===== src/hw/pviu_pkg.sv =====
package pviu_pkg;

   // Clocking of the instruction cycle
   localparam int CLK_PERIOD_NS    = 8;
   localparam int INSTR_CYCLE_NS   = 32;
   localparam int INSTR_DIV_CYCLES = (INSTR_CYCLE_NS + CLK_PERIOD_NS - 1) / CLK_PERIOD_NS;

   // Sizes
   localparam int NUM_SRC = 11;
   localparam int NUM_GRP = 7;
   localparam int NUM_PIN = 6;
   localparam int PC_W    = 14;

   // Source numbering: pin 0, pin 1, timer A, timer B, pin 2, timer C, pin 3,
   // timer D, pin 4, A/D, serial
   localparam int SRC_PIN0 = 0;
   localparam int SRC_PIN1 = 1;
   localparam int SRC_TA   = 2;
   localparam int SRC_TB   = 3;
   localparam int SRC_PIN2 = 4;
   localparam int SRC_TC   = 5;
   localparam int SRC_PIN3 = 6;
   localparam int SRC_TD   = 7;
   localparam int SRC_PIN4 = 8;
   localparam int SRC_AD   = 9;
   localparam int SRC_SER  = 10;
   localparam int PIN_STOP_CANCEL_INPUT = 5;

   // Register indices; byte address is four times the index
   localparam logic [5:0] IDX_CTL0   = 6'h00;
   localparam logic [5:0] IDX_CTL1   = 6'h01;
   localparam logic [5:0] IDX_CTL2   = 6'h02;
   localparam logic [5:0] IDX_CTL3   = 6'h03;
   localparam logic [5:0] IDX_CTL22  = 6'h22;
   localparam logic [5:0] IDX_CTL23  = 6'h23;
   localparam logic [5:0] IDX_EDGE_SELECT_REG_ONE   = 6'h26;
   localparam logic [5:0] IDX_EDGE_SELECT_REG_TWO   = 6'h27;
   localparam logic [5:0] IDX_STATUS = 6'h30;

   // Per source: register index, pair (flag at bit 2*pair, mask at 2*pair+1), group
   localparam logic [5:0] SRC_REG [NUM_SRC] = '{6'h00, 6'h01, 6'h01, 6'h02, 6'h22, 6'h02,
                                                6'h22, 6'h03, 6'h23, 6'h03, 6'h23};
   localparam int SRC_PAIR [NUM_SRC] = '{1, 0, 1, 0, 0, 1, 1, 0, 0, 1, 1};
   localparam int SRC_GRP  [NUM_SRC] = '{0, 1, 2, 3, 3, 4, 4, 5, 5, 6, 6};

   // Field positions of a register write
   localparam int IE_BIT        = 0;
   localparam int BITOP_FLAG    = 8;
   localparam int BITOP_SEL_LSB = 4;
   localparam int BITOP_VAL     = 0;

   // Reset values
   localparam logic               IE_RST  = 1'b0;
   localparam logic [NUM_SRC-1:0] IF_RST  = 11'h000;
   localparam logic [NUM_SRC-1:0] IM_RST  = 11'h7FF;
   localparam logic [3:0]         ESR_RST = 4'h0;
   localparam logic [NUM_PIN-1:0] PIN_IDLE = 6'h1F;

   // Edge modes
   localparam logic [1:0] EDGE_NONE = 2'h0;
   localparam logic [1:0] EDGE_FALL = 2'h1;
   localparam logic [1:0] EDGE_RISE = 2'h2;
   localparam logic [1:0] EDGE_BOTH = 2'h3;

   // Vectors
   localparam logic [PC_W-1:0] VEC_RESET = 14'h0000;
   localparam int              VEC_STEP  = 2;

   typedef enum logic [1:0] {
      ST_IDLE = 2'h0,
      ST_ACK1 = 2'h1,
      ST_ACK2 = 2'h3,
      ST_ACK3 = 2'h2
   } pviu_state_t;

endpackage


===== src/hw/pviu_edge_if.sv =====
interface pviu_edge_if;
   logic [11:0] edge_mode;
   logic [5:0]  pin_event;
   modport ctrl (output edge_mode, input pin_event);
   modport det  (input edge_mode, output pin_event);
endinterface


===== src/hw/pviu_edge_det.sv =====
module pviu_edge_det (
   // Clock and reset
   input  wire logic                       core_clk,
   input  wire logic                       reset,
   // Raw pins
   input  wire logic [pviu_pkg::NUM_PIN-1:0] pin_raw,
   // Edge modes in, events out
   pviu_edge_if.det                        eif
);
   import pviu_pkg::*;

   logic [NUM_PIN-1:0] s1_q;
   logic [NUM_PIN-1:0] s2_q;
   logic [NUM_PIN-1:0] s3_q;
   logic [NUM_PIN-1:0] lvl_q;
   logic [NUM_PIN-1:0] ev_q;

   assign eif.pin_event = ev_q;

   for (genvar p = 0; p < NUM_PIN; p++) begin : g_pin
      logic chg;
      assign chg = (s2_q[p] == s3_q[p]) && (s3_q[p] != lvl_q[p]);

      always_ff @(posedge core_clk or posedge reset) begin
         if (reset) begin
            s1_q[p] <= PIN_IDLE[p];
            s2_q[p] <= PIN_IDLE[p];
            s3_q[p] <= PIN_IDLE[p];
         end else begin
            s1_q[p] <= pin_raw[p];
            s2_q[p] <= s1_q[p];
            s3_q[p] <= s2_q[p];
         end
      end

      // A change counts once the second and third stages agree
      always_ff @(posedge core_clk or posedge reset) begin
         if (reset) begin
            lvl_q[p] <= PIN_IDLE[p];
            ev_q[p]  <= 1'b0;
         end else begin
            if (chg) begin
               lvl_q[p] <= s3_q[p];
            end
            ev_q[p] <= chg && ((s3_q[p] && eif.edge_mode[2*p+1]) ||
                               (!s3_q[p] && eif.edge_mode[2*p]));
         end
      end
   end

endmodule


===== src/hw/pviu_irq_unit.sv =====
// Function
// - Eleven sources: five pins, four timers, serial, A/D
// - Each source has flag, mask, vector; global enable
// - Four vectors are shared by two sources
// - Control bits at 000-003, 022-023, bit-addressable
// - Software can never set a request flag
// - Reset clears enable and flags, sets masks
// - Pending is flag and not mask; acceptance needs enable
// - Fixed priority picks vector 0002 to 000E
// - Acknowledge: finish instruction, then clear enable
// - Push carry, status, pointer; branch third cycle
// - Reset and stop cancel go to 0000
// - Pins 0,1 falling edge; pins 2-4 selectable
// - Enable cleared on entry, set by return
module pviu_irq_unit (
   // Clock and reset
   input  wire logic                        core_clk,
   input  wire logic                        reset,
   // APB slave
   input  wire logic                        psel,
   input  wire logic                        penable,
   input  wire logic                        pwrite,
   input  wire logic [7:0]                  paddr,
   input  wire logic [31:0]                 pwdata,
   output logic      [31:0]                 prdata,
   output logic                             pready,
   output logic                             pslverr,
   // External pins, request pins active low
   input  wire logic                        ext_irq_pin_zero_n,
   input  wire logic                        ext_irq_pin_one_n,
   input  wire logic                        ext_irq_pin_two_n,
   input  wire logic                        ext_irq_pin_three_n,
   input  wire logic                        ext_irq_pin_four_n,
   input  wire logic                        stop_cancel_input,
   // On-chip request pulses
   input  wire logic                        timer_a_ovf,
   input  wire logic                        timer_b_ovf,
   input  wire logic                        timer_c_ovf,
   input  wire logic                        timer_d_ovf,
   input  wire logic                        serial_req,
   input  wire logic                        adc_req,
   // Core sequencer
   input  wire logic                        stop_mode,
   input  wire logic                        return_from_irq_instruction_exec,
   output logic                             instr_cycle_en,
   output logic                             ack_busy,
   output logic                             push_flags,
   output logic                             push_pc,
   output logic                             branch_en,
   output logic      [pviu_pkg::PC_W-1:0]   branch_vector,
   output logic                             restore_flags,
   output logic                             stop_wake,
   output logic                             irq_pending
);
   import pviu_pkg::*;

   pviu_edge_if eif ();

   logic               cyc_en_q;
   logic [7:0]         div_q;
   logic               pready_q;
   logic [31:0]        prdata_q;
   logic               pslverr_q;
   logic               ie_q;
   logic [NUM_SRC-1:0] if_q;
   logic [NUM_SRC-1:0] im_q;
   logic [3:0]         edge_select_reg_one_q;
   logic [3:0]         edge_select_reg_two_q;
   pviu_state_t        st_q;
   pviu_state_t        st_d;
   logic [PC_W-1:0]    vec_q;
   logic               ack_busy_q;
   logic               push_flags_q;
   logic               push_pc_q;
   logic               branch_en_q;
   logic               restore_q;
   logic               wake_q;
   logic               pend_any_q;

   logic [5:0]         idx;
   logic               setup;
   logic               wr_en;
   logic               hit;
   logic [3:0]         rd_nib;
   logic [3:0]         wval;
   logic [NUM_SRC-1:0] wr_hit;
   logic [NUM_SRC-1:0] clr_now;
   logic [NUM_SRC-1:0] src_set;
   logic [NUM_SRC-1:0] pend;
   logic [NUM_GRP-1:0] grp_pend;
   logic [PC_W-1:0]    enc_vec;
   logic               accept;
   logic               wake;

   pviu_edge_det u_edge (
      .core_clk (core_clk),
      .reset    (reset),
      .pin_raw  ({stop_cancel_input, ext_irq_pin_four_n, ext_irq_pin_three_n,
                  ext_irq_pin_two_n, ext_irq_pin_one_n, ext_irq_pin_zero_n}),
      .eif      (eif.det)
   );

   // Pins 0 and 1 fixed falling, pins 2-4 from edge selects, stop cancel rising
   assign eif.edge_mode = {EDGE_RISE, edge_select_reg_two_q[1:0], edge_select_reg_one_q[3:2], edge_select_reg_one_q[1:0],
                           EDGE_FALL, EDGE_FALL};

   assign prdata         = prdata_q;
   assign pready         = pready_q;
   assign pslverr        = pslverr_q;
   assign instr_cycle_en = cyc_en_q;
   assign ack_busy       = ack_busy_q;
   assign push_flags     = push_flags_q;
   assign push_pc        = push_pc_q;
   assign branch_en      = branch_en_q;
   assign branch_vector  = vec_q;
   assign restore_flags  = restore_q;
   assign stop_wake      = wake_q;
   assign irq_pending    = pend_any_q;

   // Instruction-cycle enable divider
   always_ff @(posedge core_clk or posedge reset) begin
      if (reset) begin
         div_q    <= 8'h00;
         cyc_en_q <= 1'b0;
      end else if (div_q == 8'(INSTR_DIV_CYCLES - 1)) begin
         div_q    <= 8'h00;
         cyc_en_q <= 1'b1;
      end else begin
         div_q    <= div_q + 8'h01;
         cyc_en_q <= 1'b0;
      end
   end

   // APB decode
   assign idx   = paddr[7:2];
   assign setup = psel && !penable;
   assign wr_en = psel && penable && pready_q && pwrite && hit;

   always_comb begin
      rd_nib = 4'h0;
      hit    = (idx == IDX_EDGE_SELECT_REG_ONE) || (idx == IDX_EDGE_SELECT_REG_TWO) || (idx == IDX_STATUS);
      if (idx == IDX_CTL0) begin
         rd_nib[IE_BIT] = ie_q;
         hit            = 1'b1;
      end
      for (int i = 0; i < NUM_SRC; i++) begin
         if (idx == SRC_REG[i]) begin
            rd_nib[2*SRC_PAIR[i]]   = if_q[i];
            rd_nib[2*SRC_PAIR[i]+1] = im_q[i];
            hit                     = 1'b1;
         end
      end
      if (idx == IDX_STATUS) begin
         rd_nib = {pend_any_q, ack_busy_q, st_q};
      end
   end

   // Full nibble write, or single-bit set/clear of the selected bit
   always_comb begin
      wval = pwdata[3:0];
      if (pwdata[BITOP_FLAG]) begin
         wval = rd_nib;
         wval[pwdata[BITOP_SEL_LSB +: 2]] = pwdata[BITOP_VAL];
      end
   end

   // One wait-free access: pready rises in the access phase
   always_ff @(posedge core_clk or posedge reset) begin
      if (reset) begin
         pready_q  <= 1'b0;
         prdata_q  <= 32'h0000_0000;
         pslverr_q <= 1'b0;
      end else begin
         pready_q  <= setup;
         pslverr_q <= setup && !hit;
         if (setup) begin
            prdata_q <= {28'h000_0000, pwrite ? 4'h0 : rd_nib};
         end
      end
   end

   // Edge selects, write-only
   always_ff @(posedge core_clk or posedge reset) begin
      if (reset) begin
         edge_select_reg_one_q <= ESR_RST;
         edge_select_reg_two_q <= ESR_RST;
      end else if (wr_en) begin
         if (idx == IDX_EDGE_SELECT_REG_ONE) begin
            edge_select_reg_one_q <= wval;
         end
         if (idx == IDX_EDGE_SELECT_REG_TWO) begin
            edge_select_reg_two_q <= wval;
         end
      end
   end

   assign src_set = {serial_req, adc_req, eif.pin_event[4], timer_d_ovf,
                     eif.pin_event[3], timer_c_ovf, eif.pin_event[2], timer_b_ovf,
                     timer_a_ovf, eif.pin_event[1], eif.pin_event[0]};

   // Flag and mask per source
   for (genvar i = 0; i < NUM_SRC; i++) begin : g_src
      assign wr_hit[i]  = wr_en && (idx == SRC_REG[i]);
      assign clr_now[i] = wr_hit[i] && !wval[2*SRC_PAIR[i]];

      // Hardware set wins over a software clear; a write of 1 only keeps the flag
      always_ff @(posedge core_clk or posedge reset) begin
         if (reset) begin
            if_q[i] <= IF_RST[i];
         end else if (src_set[i]) begin
            if_q[i] <= 1'b1;
         end else if (clr_now[i]) begin
            if_q[i] <= 1'b0;
         end
      end

      always_ff @(posedge core_clk or posedge reset) begin
         if (reset) begin
            im_q[i] <= IM_RST[i];
         end else if (wr_hit[i]) begin
            im_q[i] <= wval[2*SRC_PAIR[i]+1];
         end
      end
   end

   assign pend = if_q & ~im_q & ~clr_now;

   // Shared vectors merge two sources into one group
   always_comb begin
      grp_pend = '0;
      for (int i = 0; i < NUM_SRC; i++) begin
         grp_pend[SRC_GRP[i]] = grp_pend[SRC_GRP[i]] | pend[i];
      end
   end

   // Lowest group number wins
   always_comb begin
      enc_vec = VEC_RESET;
      for (int g = NUM_GRP - 1; g >= 0; g--) begin
         if (grp_pend[g]) begin
            enc_vec = PC_W'((g + 1) * VEC_STEP);
         end
      end
   end

   assign accept = ie_q && (|grp_pend) && !stop_mode;
   assign wake   = stop_mode && eif.pin_event[PIN_STOP_CANCEL_INPUT];

   always_comb begin
      st_d = st_q;
      if (cyc_en_q) begin
         case (st_q)
            ST_IDLE: begin
               if (accept) begin
                  st_d = ST_ACK1;
               end
            end
            ST_ACK1: st_d = ST_ACK2;
            ST_ACK2: st_d = ST_ACK3;
            ST_ACK3: st_d = ST_IDLE;
            default: st_d = ST_IDLE;
         endcase
      end
   end

   always_ff @(posedge core_clk or posedge reset) begin
      if (reset) begin
         st_q <= ST_IDLE;
      end else begin
         st_q <= st_d;
      end
   end

   // Global enable: cleared entering the second cycle, set by return
   always_ff @(posedge core_clk or posedge reset) begin
      if (reset) begin
         ie_q <= IE_RST;
      end else if (st_q == ST_ACK1 && st_d == ST_ACK2) begin
         ie_q <= 1'b0;
      end else if (return_from_irq_instruction_exec) begin
         ie_q <= 1'b1;
      end else if (wr_en && idx == IDX_CTL0) begin
         ie_q <= wval[IE_BIT];
      end
   end

   // Sequencer outputs registered from next state; push_pc spans two states, branch_en also on wake
   always_ff @(posedge core_clk or posedge reset) begin
      if (reset) begin
         ack_busy_q   <= 1'b0;
         push_flags_q <= 1'b0;
         push_pc_q    <= 1'b0;
         branch_en_q  <= 1'b0;
         vec_q        <= VEC_RESET;
      end else begin
         ack_busy_q   <= st_d != ST_IDLE;
         push_flags_q <= st_d == ST_ACK2;
         push_pc_q    <= (st_d == ST_ACK2) || (st_d == ST_ACK3);
         branch_en_q  <= (st_d == ST_ACK3 && st_q != ST_ACK3) || wake;
         if (wake) begin
            vec_q <= VEC_RESET;
         end else if (st_q == ST_IDLE && st_d == ST_ACK1) begin
            vec_q <= enc_vec;
         end
      end
   end

   always_ff @(posedge core_clk or posedge reset) begin
      if (reset) begin
         restore_q  <= 1'b0;
         wake_q     <= 1'b0;
         pend_any_q <= 1'b0;
      end else begin
         restore_q  <= return_from_irq_instruction_exec;
         wake_q     <= wake;
         pend_any_q <= |grp_pend;
      end
   end
endmodule


===== config.mk =====
export PLATFORM = sky130hd
export DESIGN_NAME = pviu_irq_unit
export DESIGN_NICKNAME = d
export VERILOG_FILES = /design/src/hw/pviu_pkg.sv /design/src/hw/pviu_edge_if.sv /design/src/hw/pviu_edge_det.sv /design/src/hw/pviu_irq_unit.sv
export SDC_FILE = /design/constraint.sdc
export NUM_CORES = 1
export LEC_CHECK = 0
export BUFFER_PORTS_ARGS = -buffer_cell sky130_fd_sc_hd__buf_2
export CAP_MARGIN = 0
export CORE_MARGIN = 2
export CORE_UTILIZATION = 50
export CTS_CLUSTER_DIAMETER = 80
export DETAILED_ROUTE_END_ITERATION = 8
export PLACE_DENSITY_LB_ADDON = 0.05
export SETUP_SLACK_MARGIN = 0.3
export SLEW_MARGIN = 20
export SYNTH_ARGS = -nofsm -noshare
export SYNTH_HDL_FRONTEND = slang
export SYNTH_HIERARCHICAL = 1
export SYNTH_SLANG_ARGS = --single-unit
export TNS_END_PERCENT = 1

===== constraint.sdc =====
create_clock -name core_clk -period 3.1 [get_ports core_clk]
set_clock_uncertainty 0.05 [all_clocks]
set_input_delay 0.31 -clock core_clk [delete_from_list [all_inputs] [get_ports core_clk]]
set_output_delay 0.31 -clock core_clk [all_outputs]
set_load 0.01 [all_outputs]

==> flow_summary.json <==
{
  "drv_cap": 0,
  "cp-end-kind": "flip-flop",
  "diodes": 0,
  "outcome": "completed",
  "cts_buffer_depth": 2,
  "yosysUniqueCellTypes": 71,
  "drtIter0Drc": 88,
  "synth_async_sr_flop_share_pct": 100.0,
  "dp_hpwl_um": 6270,
  "grt_max_degree": 27,
  "place.gp.congestion": 0.8443,
  "cts_setup_buffers": 0,
  "synth-edff-count": 0,
  "hold_slack_ns": 0.05396,
  "grt-ovfl-total": 0,
  "cp.required_ns": 3.29,
  "fin_crit_sh_pct": 86.19,
  "clk_latency_ns": 0.35,
  "setup_viol": 0,
  "synth_ff_type": "dfrtp_1",
  "ant_nets": 0,
  "vias": 2831,
  "boundaryPins": 115,
  "drc": 0,
  "ys_top_cells_by_area": "dfrtp_1 (32%), dfstp_2 (20%), buf_4 (7.0%)",
  "slew_headroom_pct": 37.73,
  "ys_warn_count": 6,
  "rr_endpoint": "branch_vector[1]",
  "rr_startpoint": "if_q[5]",
  "postRouteWirelength_um": 8358,
  "cts_num_sinks": 85,
  "die_w_um": 95.27,
  "syn_area_mm2": 0.004165,
  "grt_usage_pct": 19.78,
  "layout_min_cycle_time_ns": 2.672,
  "drive_gt1_share_pct": 35.35,
  "dieHeight_um": 95.27,
  "grt_antenna_before_repair": 0,
  "yosys.area.top_type": "dfrtp_1",
  "row_count": 33,
  "whs_endpoint": "restore_flags",
  "initial_core_util_pct": 51.21,
  "cts_max_level": 3,
  "yosysSeqAreaShare_pct": 52.00,
  "setup-tns-final_ns": 0,
  "power_leakage_nw": 2.185,
  "grt_pass1_wl_um": 13450,
  "numCtsBuffers": 9,
  "cts-root-buf": "clkbuf_8",
  "wl_per_cell_um": 15.14,
  "layout.nets": 502,
  "portBuffers": 48,
  "regToRegSetupSlack_ns": 0.43,
  "start_kind": "flip-flop",
  "hp-class": "in -> reg",
  "crit_arrival_ns": 2.87,
  "ir_drop_v": 0.0003790,
  "avgSynthCellArea_um2": 11.57,
  "die_area_mm2": 0.009076,
  "dr.pass1.iters": 4,
  "hold_path.startpoint": "return_from_irq_instruction_exec",
  "path_clk_slew_ns": 0.09,
  "crit_fanout": 7,
  "core_mm2": 0.008134,
  "crit_type": "reg -> reg",
  "worstHoldPathCells": 1,
  "cts_tree": "built",
  "reg2regPathDepth": 8,
  "grt_pass1_vias": 2728,
  "fillerInstances": 741,
  "max_freq_ghz": 0.3743,
  "most-common-layout-cells": "dfrtp_1 (54), buf_2 (48), conb_1 (45), dfstp_2 (31), nand2_1 (27)",
  "yosys.area.top_type_share_pct": 32.44,
  "drv_slew": 0,
  "layout_commonest_cell": "dfrtp_1",
  "syn_to_final_growth_pct": 15.83,
  "vias_per_cell": 5.129,
  "powerDensity_mw_per_mm2": 491.7,
  "tightest_slew_ns": 0.9331,
  "hold_violations": 0,
  "synth_cells": 360,
  "rsz0062_at_grt": "no",
  "synth_seq_cells": 85
}
[synthesized netlist by cell type (9+ instances only)]
cell type,count
a21oi_1,10
buf_4,39
dfrtp_1,54
dfstp_2,31
inv_1,9
mux2_2,21
nand2_1,27
nand2b_1,14
nor2_1,10
o21ai_0,13
[critical path: stages (launching register included)]
cell	delay, ns
dfrtp_1	0.39
or2_2	0.30
a221oi_1	0.32
a211oi_2	0.09
o21a_2	0.29
o211a_1	0.30
nor4b_4	0.42
nor2b_1	0.14
o221a_1	0.27
[layout make-up]
type                       instances  area, um^2  share of cell area (%)
sequential                        85        2166                   44.89
clock inverter                     3       67.56                   1.400
multi-input combinational        265        1818                   37.68
inverter                           9       33.78                  0.7002
timing repair buffer              72       437.9                   9.077
tap                              105       131.4                   2.723
clock buffer                      13       170.2                   3.527
[metal layers]
layer | vias up | GRT usage, % | part of all wire (%)
met5 | - | 0 | 0
met4 | 0 | 7.850 | 1.6
met1 | 1363 | 26.56 | 47
met3 | 11 | 4.190 | 5.2
li1 | 1372 | - | -
met2 | 85 | 31.40 | 47
[flip-flops by register name (all words and copies together) (netlist names), 3 cells and up]
signal and flops:
branch_vector 3, div_q 8, edge_select_reg_one_q 4, if_q 11, im_q 11, prdata 4
u_edge/eif.pin_event 6, u_edge/lvl_q 6, u_edge/s1_q 6, u_edge/s2_q 6, u_edge/s3_q 6
[logic make-up after synthesis]
group                      count (synthesis)  share of synthesized area, %
and+or+nand+nor                          111                         16.82
DFF                                       85                         52.00
AOI/OAI and AO/OA                         68                         11.78
buffers and inverters                     53                         8.381
muxes                                     28                         7.660
adders and majority gates                  7                         1.922
xor gates and xnor gates                   6                         1.262
other                                      2                        0.1803
[through the flow]
stage          util, %  instance area [um^2]  total power, W  instances  setup WS (ns)
2_1_floorplan        -                  4327        0.001410        403         0.5764
3_3_place_gp     55.45                  4511        0.001467        529         0.1647
3_5_place_dp     55.45                  4511        0.001471        529         0.1352
4_1_cts          59.24                  4818        0.002403        552         0.4073
5_1_grt          59.31                  4825        0.002490        552         0.2984
6_report         59.31                  4825        0.002372        552         0.4282
[what timing repair did]
action / CTS / global route
hold endpoints to repair: 20 / 0
hold buffers: 7 / 0
resized for setup: 0 / 2
setup endpoints to repair: 0 / 4
[where the power goes]
part / switching [W] / internal, W
combinational: 0.000142 / 0.0000983
sequential: 0.0000418 / 0.00118
clock: 0.000388 / 0.000526
[worst max-delay path by stage]
stage | start | to | cells after the start
detailed placement | paddr[7] | branch_vector[1] | 9
floorplan | paddr[5] | ack_busy | 6
CTS | if_q[5] | branch_vector[1] | 8
global placement | paddr[7] | branch_vector[1] | 9
global route | if_q[5] | branch_vector[1] | 8
finish | if_q[5] | branch_vector[1] | 8
(Power assumes the default switching activity.)
